<file path="config.mk">
export PLATFORM = sky130hd
export DESIGN_NAME = scb_serial_control_bus_slave
export DESIGN_NICKNAME = d
export VERILOG_FILES = /design/src/scb_pkg.sv /design/src/scb_serial_control_bus_slave.sv /design/src/scb_strap_decode.sv /design/src/scb_sync.sv
export SDC_FILE = /design/constraint.sdc
export NUM_CORES = 1
export LEC_CHECK = 0
export BUFFER_PORTS_ARGS = -buffer_cell sky130_fd_sc_hd__clkbuf_2
export CORE_ASPECT_RATIO = 1.1
export CORE_MARGIN = 3
export CORE_UTILIZATION = 45
export CTS_CLUSTER_SIZE = 40
export DETAILED_ROUTE_END_ITERATION = 10
export HOLD_SLACK_MARGIN = 0.1
export PLACE_DENSITY = 0.57
export SLEW_MARGIN = 20
export SYNTH_ARGS = -nofsm -noshare
export SYNTH_HDL_FRONTEND = slang
export SYNTH_SLANG_ARGS = --single-unit
</file>
<file path="constraint.sdc">
create_clock -name ref_clk_i -period 3.7 [get_ports ref_clk_i]
set_input_delay 0.555 -clock ref_clk_i [delete_from_list [all_inputs] [get_ports ref_clk_i]]
set_output_delay 0.555 -clock ref_clk_i [all_outputs]
set_load 0.01 [all_outputs]
</file>
<file path="src/scb_pkg.sv">
package scb_pkg;

  // clock and timing
  localparam int CLK_PERIOD_NS   = 40;
  localparam int SOFT_RST_NS     = 200;
  localparam int SOFT_RST_CYCLES = (SOFT_RST_NS + CLK_PERIOD_NS - 1) / CLK_PERIOD_NS;
  localparam logic [2:0] SOFT_RST_LOAD = 3'(SOFT_RST_CYCLES);
  localparam logic [1:0] STRAP_SETTLE  = 2'h3;

  // register offsets
  localparam logic [7:0] ADDR_REG_OFS = 8'h00;
  localparam logic [7:0] RST_REG_OFS  = 8'h01;

  // reset values
  localparam logic [7:0] ADDR_REG_RESET = 8'h00;
  localparam logic [7:0] RST_REG_RESET  = 8'h00;
  localparam logic [7:0] PTR_RESET      = 8'h00;
  localparam logic [7:0] UNMAPPED_READ  = 8'h00;

  // field positions
  localparam int OVERRIDE_BIT  = 0;
  localparam int AUTO_PD_BIT   = 7;
  localparam int FULL_RST_BIT  = 1;
  localparam int LOGIC_RST_BIT = 0;

  // strap levels in ascending divider ratio
  localparam int STRAP_LEVELS = 9;
  localparam logic [6:0] STRAP_ADDR [0:STRAP_LEVELS-1] = '{
    7'h0c, 7'h0d, 7'h0e, 7'h0f, 7'h10, 7'h13, 7'h14, 7'h15, 7'h1b
  };
  localparam logic [6:0] STRAP_ADDR_RESET = 7'h0c;

  localparam logic [3:0] BITS_PER_BYTE = 4'h8;

  typedef enum logic [2:0] {
    ST_IDLE,
    ST_ADDR,
    ST_ADDR_ACK,
    ST_WR_BYTE,
    ST_WR_ACK,
    ST_RD_BYTE,
    ST_RD_ACK
  } scb_state_t;

  typedef struct packed {
    logic scl;
    logic sda;
  } scb_pins_t;

  typedef struct packed {
    logic      link_up;
    scb_pins_t pins;
    logic [7:0] strap;
  } scb_async_t;

endpackage

</file>
<file path="src/scb_serial_control_bus_slave.sv">
// Summary of operation
// target address picked from nine divider levels sensed on the strap pin
// nine levels map ascending to addresses 0x0c through 0x1b
// clock and data pins are only pulled low or released
// stop is data rising with clock high; start opens a transfer
// transfers open with start or repeated start, close with stop
// matching address is acknowledged low; other addresses are left released
// each written data byte is acknowledged
// master acks read bytes for more, nacks the last then stops
// address register bits 7:1 replace strap address when bit 0 set
// offset 0x01 bit 7 enables power-down while no link is detected
// offset 0x01 bit 1 resets logic and registers, self clearing
// offset 0x01 bit 0 resets logic keeping registers, self clearing
// register pointer advances after every data byte except a master-nacked read byte
`timescale 1ns/1ns
module scb_serial_control_bus_slave (
  input  wire logic       ref_clk_i,
  input  wire logic       rstn_i,
  input  wire logic       scl_i,
  input  wire logic       sda_i,
  input  wire logic [7:0] address_strap_pin_i,
  input  wire logic       link_detected_i,
  output logic            scl_o,
  output logic            scl_oe_o,
  output logic            sda_o,
  output logic            sda_oe_o,
  output logic            power_down_o,
  output logic            logic_reset_o
);

  scb_pkg::scb_async_t async_in;
  scb_pkg::scb_async_t in_s;
  logic [10:0]         sync_q;
  scb_pkg::scb_pins_t  pins_q;
  logic [3:0]          strap_level;
  logic [6:0]          strap_addr_now;
  logic [6:0]          strap_addr;
  logic [1:0]          settle_cnt;
  logic                strap_taken;

  scb_pkg::scb_state_t state;
  scb_pkg::scb_state_t next_state;
  logic [3:0]          cnt;
  logic [3:0]          next_cnt;
  logic [7:0]          rx;
  logic [7:0]          next_rx;
  logic [7:0]          tx;
  logic [7:0]          next_tx;
  logic [7:0]          ptr;
  logic [7:0]          next_ptr;
  logic                rw;
  logic                next_rw;
  logic                first_byte;
  logic                next_first;
  logic                sda_low;
  logic                next_sda_low;

  logic [7:0]          addr_reg;
  logic                auto_pd_en;
  logic [2:0]          rst_cnt;
  logic [2:0]          next_rst_cnt;

  assign async_in.link_up  = link_detected_i;
  assign async_in.pins.scl = scl_i;
  assign async_in.pins.sda = sda_i;
  assign async_in.strap    = address_strap_pin_i;
  assign in_s              = scb_pkg::scb_async_t'(sync_q);

  scb_sync #(
    .WIDTH (11)
  ) u_sync (
    .ref_clk_i (ref_clk_i),
    .rstn_i    (rstn_i),
    .d_i       (async_in),
    .q_o       (sync_q)
  );

  scb_strap_decode u_strap (
    .level_i (in_s.strap),
    .level_o (strap_level),
    .addr_o  (strap_addr_now)
  );

  // bus condition decode on synchronised pins
  wire scl_rise  = in_s.pins.scl & ~pins_q.scl;
  wire scl_fall  = ~in_s.pins.scl & pins_q.scl;
  wire scl_high  = in_s.pins.scl & pins_q.scl;
  wire start_det = scl_high & pins_q.sda & ~in_s.pins.sda;
  wire stop_det  = scl_high & ~pins_q.sda & in_s.pins.sda;
  wire byte_done = (cnt == scb_pkg::BITS_PER_BYTE);

  // register override wins over the strap
  wire       override = addr_reg[scb_pkg::OVERRIDE_BIT];
  wire [6:0] own_addr = override ? addr_reg[7:1] : strap_addr;
  wire       addr_match = (rx[7:1] == own_addr);

  wire [7:0] ptr_next_byte = ptr + 8'h01;
  wire       wr_strobe = scl_fall & (state == scb_pkg::ST_WR_BYTE) & byte_done & ~first_byte;
  wire       wr_rst    = wr_strobe & (ptr == scb_pkg::RST_REG_OFS);
  wire       full_rst  = wr_rst & rx[scb_pkg::FULL_RST_BIT];
  wire       logic_rst = wr_rst & rx[scb_pkg::LOGIC_RST_BIT];

  // reset bits are self clearing, so they always read back as zero
  function automatic logic [7:0] reg_read(input logic [7:0] ofs, input logic [7:0] a,
                                          input logic pd);
    if (ofs == scb_pkg::ADDR_REG_OFS) begin
      return a;
    end else if (ofs == scb_pkg::RST_REG_OFS) begin
      return {pd, 7'h00};
    end else begin
      return scb_pkg::UNMAPPED_READ;
    end
  endfunction

  wire [7:0] rd_first = reg_read(ptr, addr_reg, auto_pd_en);
  wire [7:0] rd_next  = reg_read(ptr_next_byte, addr_reg, auto_pd_en);

  always_comb begin
    next_state   = state;
    next_cnt     = cnt;
    next_rx      = rx;
    next_tx      = tx;
    next_ptr     = ptr;
    next_rw      = rw;
    next_first   = first_byte;
    next_sda_low = sda_low;
    if (start_det) begin
      next_state   = scb_pkg::ST_ADDR;
      next_cnt     = 4'h0;
      next_sda_low = 1'b0;
    end else if (stop_det) begin
      next_state   = scb_pkg::ST_IDLE;
      next_sda_low = 1'b0;
    end else if (scl_rise) begin
      if (state == scb_pkg::ST_ADDR || state == scb_pkg::ST_WR_BYTE) begin
        next_rx  = {rx[6:0], in_s.pins.sda};
        next_cnt = cnt + 4'h1;
      end else if (state == scb_pkg::ST_RD_BYTE) begin
        next_cnt = cnt + 4'h1;
      end else if (state == scb_pkg::ST_RD_ACK && in_s.pins.sda) begin
        next_state = scb_pkg::ST_IDLE;
      end
    end else if (scl_fall) begin
      case (state)
        scb_pkg::ST_ADDR: begin
          if (byte_done) begin
            if (addr_match) begin
              next_state   = scb_pkg::ST_ADDR_ACK;
              next_sda_low = 1'b1;
              next_rw      = rx[0];
            end else begin
              next_state   = scb_pkg::ST_IDLE;
            end
          end
        end
        scb_pkg::ST_ADDR_ACK: begin
          next_cnt   = 4'h0;
          next_first = 1'b1;
          if (rw) begin
            next_state   = scb_pkg::ST_RD_BYTE;
            next_tx      = rd_first;
            next_sda_low = ~rd_first[7];
          end else begin
            next_state   = scb_pkg::ST_WR_BYTE;
            next_sda_low = 1'b0;
          end
        end
        scb_pkg::ST_WR_BYTE: begin
          if (byte_done) begin
            next_state   = scb_pkg::ST_WR_ACK;
            next_sda_low = 1'b1;
            next_first   = 1'b0;
            next_ptr     = first_byte ? rx : ptr_next_byte;
          end
        end
        scb_pkg::ST_WR_ACK: begin
          next_state   = scb_pkg::ST_WR_BYTE;
          next_sda_low = 1'b0;
          next_cnt     = 4'h0;
        end
        scb_pkg::ST_RD_BYTE: begin
          if (byte_done) begin
            next_state   = scb_pkg::ST_RD_ACK;
            next_sda_low = 1'b0;
          end else begin
            next_tx      = {tx[6:0], 1'b0};
            next_sda_low = ~tx[6];
          end
        end
        scb_pkg::ST_RD_ACK: begin
          // only reached after a master ack; a nack already left for idle
          next_state   = scb_pkg::ST_RD_BYTE;
          next_cnt     = 4'h0;
          next_ptr     = ptr_next_byte;
          next_tx      = rd_next;
          next_sda_low = ~rd_next[7];
        end
        default: begin
          next_state = scb_pkg::ST_IDLE;
        end
      endcase
    end
  end

  always_ff @(posedge ref_clk_i or negedge rstn_i) begin
    if (!rstn_i) begin
      state      <= scb_pkg::ST_IDLE;
      cnt        <= 4'h0;
      rx         <= 8'h00;
      tx         <= 8'h00;
      ptr        <= scb_pkg::PTR_RESET;
      rw         <= 1'b0;
      first_byte <= 1'b0;
      sda_low    <= 1'b0;
      pins_q     <= '0;
    end else begin
      state      <= next_state;
      cnt        <= next_cnt;
      rx         <= next_rx;
      tx         <= next_tx;
      ptr        <= next_ptr;
      rw         <= next_rw;
      first_byte <= next_first;
      sda_low    <= next_sda_low;
      pins_q     <= in_s.pins;
    end
  end

  // strap caught once, after the synchroniser has settled past reset release
  always_ff @(posedge ref_clk_i or negedge rstn_i) begin
    if (!rstn_i) begin
      settle_cnt  <= 2'h0;
      strap_taken <= 1'b0;
      strap_addr  <= scb_pkg::STRAP_ADDR_RESET;
    end else if (!strap_taken) begin
      settle_cnt <= settle_cnt + 2'h1;
      if (settle_cnt == scb_pkg::STRAP_SETTLE) begin
        strap_taken <= 1'b1;
        strap_addr  <= strap_addr_now;
      end
    end
  end

  always_ff @(posedge ref_clk_i or negedge rstn_i) begin
    if (!rstn_i) begin
      addr_reg   <= scb_pkg::ADDR_REG_RESET;
      auto_pd_en <= scb_pkg::RST_REG_RESET[scb_pkg::AUTO_PD_BIT];
    end else if (full_rst) begin
      addr_reg   <= scb_pkg::ADDR_REG_RESET;
      auto_pd_en <= scb_pkg::RST_REG_RESET[scb_pkg::AUTO_PD_BIT];
    end else if (wr_strobe && ptr == scb_pkg::ADDR_REG_OFS) begin
      addr_reg <= rx;
    end else if (wr_rst) begin
      auto_pd_en <= rx[scb_pkg::AUTO_PD_BIT];
    end
  end

  // the bus engine itself is kept out of the soft reset so the ack of that write completes
  assign next_rst_cnt = (full_rst || logic_rst) ? scb_pkg::SOFT_RST_LOAD :
                        (rst_cnt != 3'h0) ? rst_cnt - 3'h1 : 3'h0;

  always_ff @(posedge ref_clk_i or negedge rstn_i) begin
    if (!rstn_i) begin
      rst_cnt       <= 3'h0;
      logic_reset_o <= 1'b0;
      power_down_o  <= 1'b0;
      sda_oe_o      <= 1'b0;
      sda_o         <= 1'b0;
      scl_oe_o      <= 1'b0;
      scl_o         <= 1'b0;
    end else begin
      rst_cnt       <= next_rst_cnt;
      logic_reset_o <= (next_rst_cnt != 3'h0);
      power_down_o  <= auto_pd_en & ~in_s.link_up;
      sda_oe_o      <= next_sda_low;
      sda_o         <= 1'b0;
      scl_oe_o      <= 1'b0;
      scl_o         <= 1'b0;
    end
  end
endmodule // scb_serial_control_bus_slave

</file>
<file path="src/scb_strap_decode.sv">
`timescale 1ns/1ns
module scb_strap_decode (
  input  wire logic [7:0] level_i,
  output logic      [3:0] level_o,
  output logic      [6:0] addr_o
);

  // comparator bank gives a thermometer code; count ones so one bad bit moves one step only
  function automatic logic [3:0] count_ones(input logic [7:0] v);
    logic [3:0] n;
    n = 4'h0;
    for (int i = 0; i < 8; i++) begin
      n = n + {3'h0, v[i]};
    end
    return n;
  endfunction

  assign level_o = count_ones(level_i);
  assign addr_o  = scb_pkg::STRAP_ADDR[level_o];

endmodule // scb_strap_decode

</file>
<file path="src/scb_sync.sv">
`timescale 1ns/1ns
module scb_sync #(
  parameter int WIDTH = 11
) (
  input  wire logic             ref_clk_i,
  input  wire logic             rstn_i,
  input  wire logic [WIDTH-1:0] d_i,
  output logic      [WIDTH-1:0] q_o
);

  logic [WIDTH-1:0] meta;

  // first stage feeds the second stage only
  always_ff @(posedge ref_clk_i or negedge rstn_i) begin
    if (!rstn_i) begin
      meta <= '0;
      q_o  <= '0;
    end else begin
      meta <= d_i;
      q_o  <= meta;
    end
  end

endmodule // scb_sync

</file>
==> impl_results.md <==
- # resized after CTS: 0
- Vias in the first global route: 2796
- Critical path startpoint category: register
- Clock Tree Root: clkbuf_8
- Synth Instances: 393
- Die ar.: 10110 um2
- Max Slew Vio Count: 0
- Endpoints failing hold: 0
- Combinational Power Share: 0.261
- Postcts setup bufs: 0
- P_sw: 962.4 uW
- H-Tree Depth: 3
- Maxcap violations: 0
- Die H: 105.2 um
- Largest regs: u_sync.meta: 11 flops, u_sync.q_o: 11 flops
- Worst-skew pair later-pin latency: 0.35 ns
- Clock Skews: ~0.013 ns
- Largest net degree at the start of global routing: 80
- Worst hold slack: 0.3002 ns
- Total wire length: between 8 and 9 mm
- Synth unique cells: 63
- Drt via density: between 5 and 6
- Multi-input logic area: approximately 1900 um2
- Initial DRC Count: roughly 110
- Fin Setup TNS: 0 ns
- Crit share post-route: 0.8656
- Ports: 19
- IR drop worst, VDD: 0.2984 mV
- Non-Filler Instances: 517
- Initial Utilization: 0.4712
- Switching Share: 0.3842
- GR Overflow Total: 0
- FILL cells: about 800
- Post-synth EDFFs: 0
- Worst min path class: input pin to register
- Syn avg cell area: 10.24 um2
- Final WS setup: 0.4972 ns
- Layout net count: 433
- Status: finished clean
- CTS Buffer Depth: 2
- Hold buffer count at cts: 0
- Core footprint: approximately 8500 um2
- Post-DP HPWL: roughly 5.5 mm
- Register area: 1979 um2
- Worst Tran Pin Value: 0.9830 ns
- PD cells: 577.6 nW/um2
- Placement Rows: 35
- Final ANT Viol Nets: 0
- Ys flop type: dfrtp_1
- Initial DRT Pass Iterations: 4
- Clk pin slew, worst setup/hold paths: 0.10 ns
- Placed insts: roughly 500
- CTS Sinks: between 70 and 80
- Via count: between 2000 and 3000
- Antenna Cells: 0
- RSZ-0062 raised after global routing: false
- Ys async rst share: 1.000
- WS Path Type: register to register
- Worst Setup End Kind: register
- P_int: ~1500 uW
- Share of cells above drive strength 1: 0.1478
- Clock power share: 0.248
- Die W: 96.16 um
- Design area: 4337 um2
- Yosys warns: 0
- LEAKAGE: around 0.0019 uW
- Mapped Area: a little over 4000 um2
- WL/cell: around 16 um
- Place WS: a little under 0.5 ns
- Fin crit period: 3.203 ns
- Area Growth Syn to Fin: 7.774%
- Num CTS Buffers: 9
- Antenna violations before repair: 0
- CTS tree: built
- Post-synthesis sequential area ratio: 0.4919
- Final setup fails: 0
- Max Clk Rate: 0.3122 GHz
- Seq pwr share: 0.491
- Post-synthesis register bit count: 79
- RePlAce Congestion: 0.8132
- Slew headroom: 0.3447
- DRC viols: 0
- Dpl cell area: 4149 um2
- GRT Total Usage: 0.1693
- Critical Path RT: 3.91 ns
- Crit Path Max Fanout: 5
- IO buf count: 15
- Crit path DAT: between 3 and 4 ns
- First-pass GRT wire length: 13.41 mm
Yosys cell counts (5+ instances only):
| cell type | n | area (um2) |
|---|---|---|
| a21oi_2 | 7 | 61.31 |
| dfrtp_1 | 77 | 1927 |
| o31ai_1 | 5 | 37.54 |
| and3_1 | 6 | 37.54 |
| clkbuf_1 | 13 | 48.80 |
| mux2i_1 | 8 | 80.08 |
| a22oi_1 | 7 | 52.55 |
| a21oi_1 | 23 | 115.1 |
| mux2_2 | 10 | 112.6 |
| nand3_1 | 19 | 95.09 |
| inv_1 | 25 | 93.84 |
| nand2_1 | 22 | 82.58 |
| ha_1 | 15 | 187.7 |
| nor2_1 | 40 | 150.1 |
| nand2b_1 | 5 | 31.28 |
| o21ai_0 | 15 | 75.07 |
| a22o_1 | 7 | 61.31 |
| xor2_1 | 8 | 70.07 |
| o22ai_1 | 5 | 31.28 |
layer usage:
layer  share of wire  global-route usage  vias up  wire [um]
met5               0                   0        -          0
met3           0.037             0.03672       14        296
met1            0.46              0.2344     1392       3737
met4           0.021             0.07419        0        167
met2            0.48              0.2526       50       3844
li1                -                   -     1393          -
per-stage QoR:
step	utilization	total power, uW
2_1_floorplan	-	1715
3_3_place_gp	0.4859	1878
3_5_place_dp	0.4859	1897
4_1_cts	0.5078	2523
5_1_grt	0.5078	2677
6_report	0.5078	2505
cells by family after synthesis:
family | Yosys count | share of synthesized area
xor+xnor | 12 | 0.02612
compound gates | 96 | 0.1623
fa+ha+maj | 19 | 0.06654
simple gates | 121 | 0.1545
flops | 79 | 0.4919
buf+inv | 47 | 0.04975
other cells | 1 | 0.0009319
mux | 18 | 0.04789
critical path: stages (launching register included):
cell and delay, ns:
dfrtp_1 0.37, ha_1 0.28, inv_1 0.07, fa_1 0.42, fa_1 0.49, inv_1 0.05
fa_1 0.39, fa_1 0.39, xnor2_1 0.35, nor3_1 0.08, a21oi_1 0.12, a21oi_1 0.07
power groups by stage:
stage	registers [uW]	logic [uW]	clock network, uW
CTS	1230	654	641
global placement	1240	635	0
floorplan	1110	603	0
detailed placement	1240	652	0
finish	1230	653	621
global route	1260	746	673
layout make-up:
| type | instances | area share |
|---|---|---|
| sequential | 79 | 0.4564 |
| tap | 111 | 0.03203 |
| clock inverter | 7 | 0.01471 |
| inverter | 27 | 0.02337 |
| timing repair buffer | 15 | 0.01789 |
| clock buffer | 9 | 0.02856 |
| multi-input combinational | 269 | 0.4270 |
placed cells by master (no fill, tap or decap), drive strengths merged, types with 3 or more instances in the layout:
master / count
conb: 3
nor2: 40
or4: 3
o31ai: 5
a21oi: 30
clkbuf: 23
a22o: 7
and3: 6
mux2i: 8
a31oi: 4
dfrtp: 77
inv: 31
nand2: 22
xor2: 8
nor3: 4
nand3: 20
xnor2: 4
ha: 15
o22ai: 5
nor4: 4
fa: 4
o21ai: 19
mux2: 10
nand2b: 5
or2: 4
nand4: 4
a22oi: 7
nand3b: 3
final timing paths:
| check | startpoint | to | slack (ns) | depth (start not counted) |
|---|---|---|---|---|
| max | u_sync.q_o[0] | strap_addr[1] | 0.50 | 11 |
| min in group asynchronous | rstn_i | cnt[0] | 0.34 | 1 |
| max reg2reg | u_sync.q_o[0] | strap_addr[1] | 0.50 | 11 |
| min | address_strap_pin_i[4] | u_sync.meta[4] | 0.30 | 1 |
| max in group asynchronous | rstn_i | addr_reg[2] | 2.71 | 1 |
| min reg2reg | u_sync.meta[10] | u_sync.q_o[10] | 0.35 | 0 |
(Power assumes the default switching activity.)
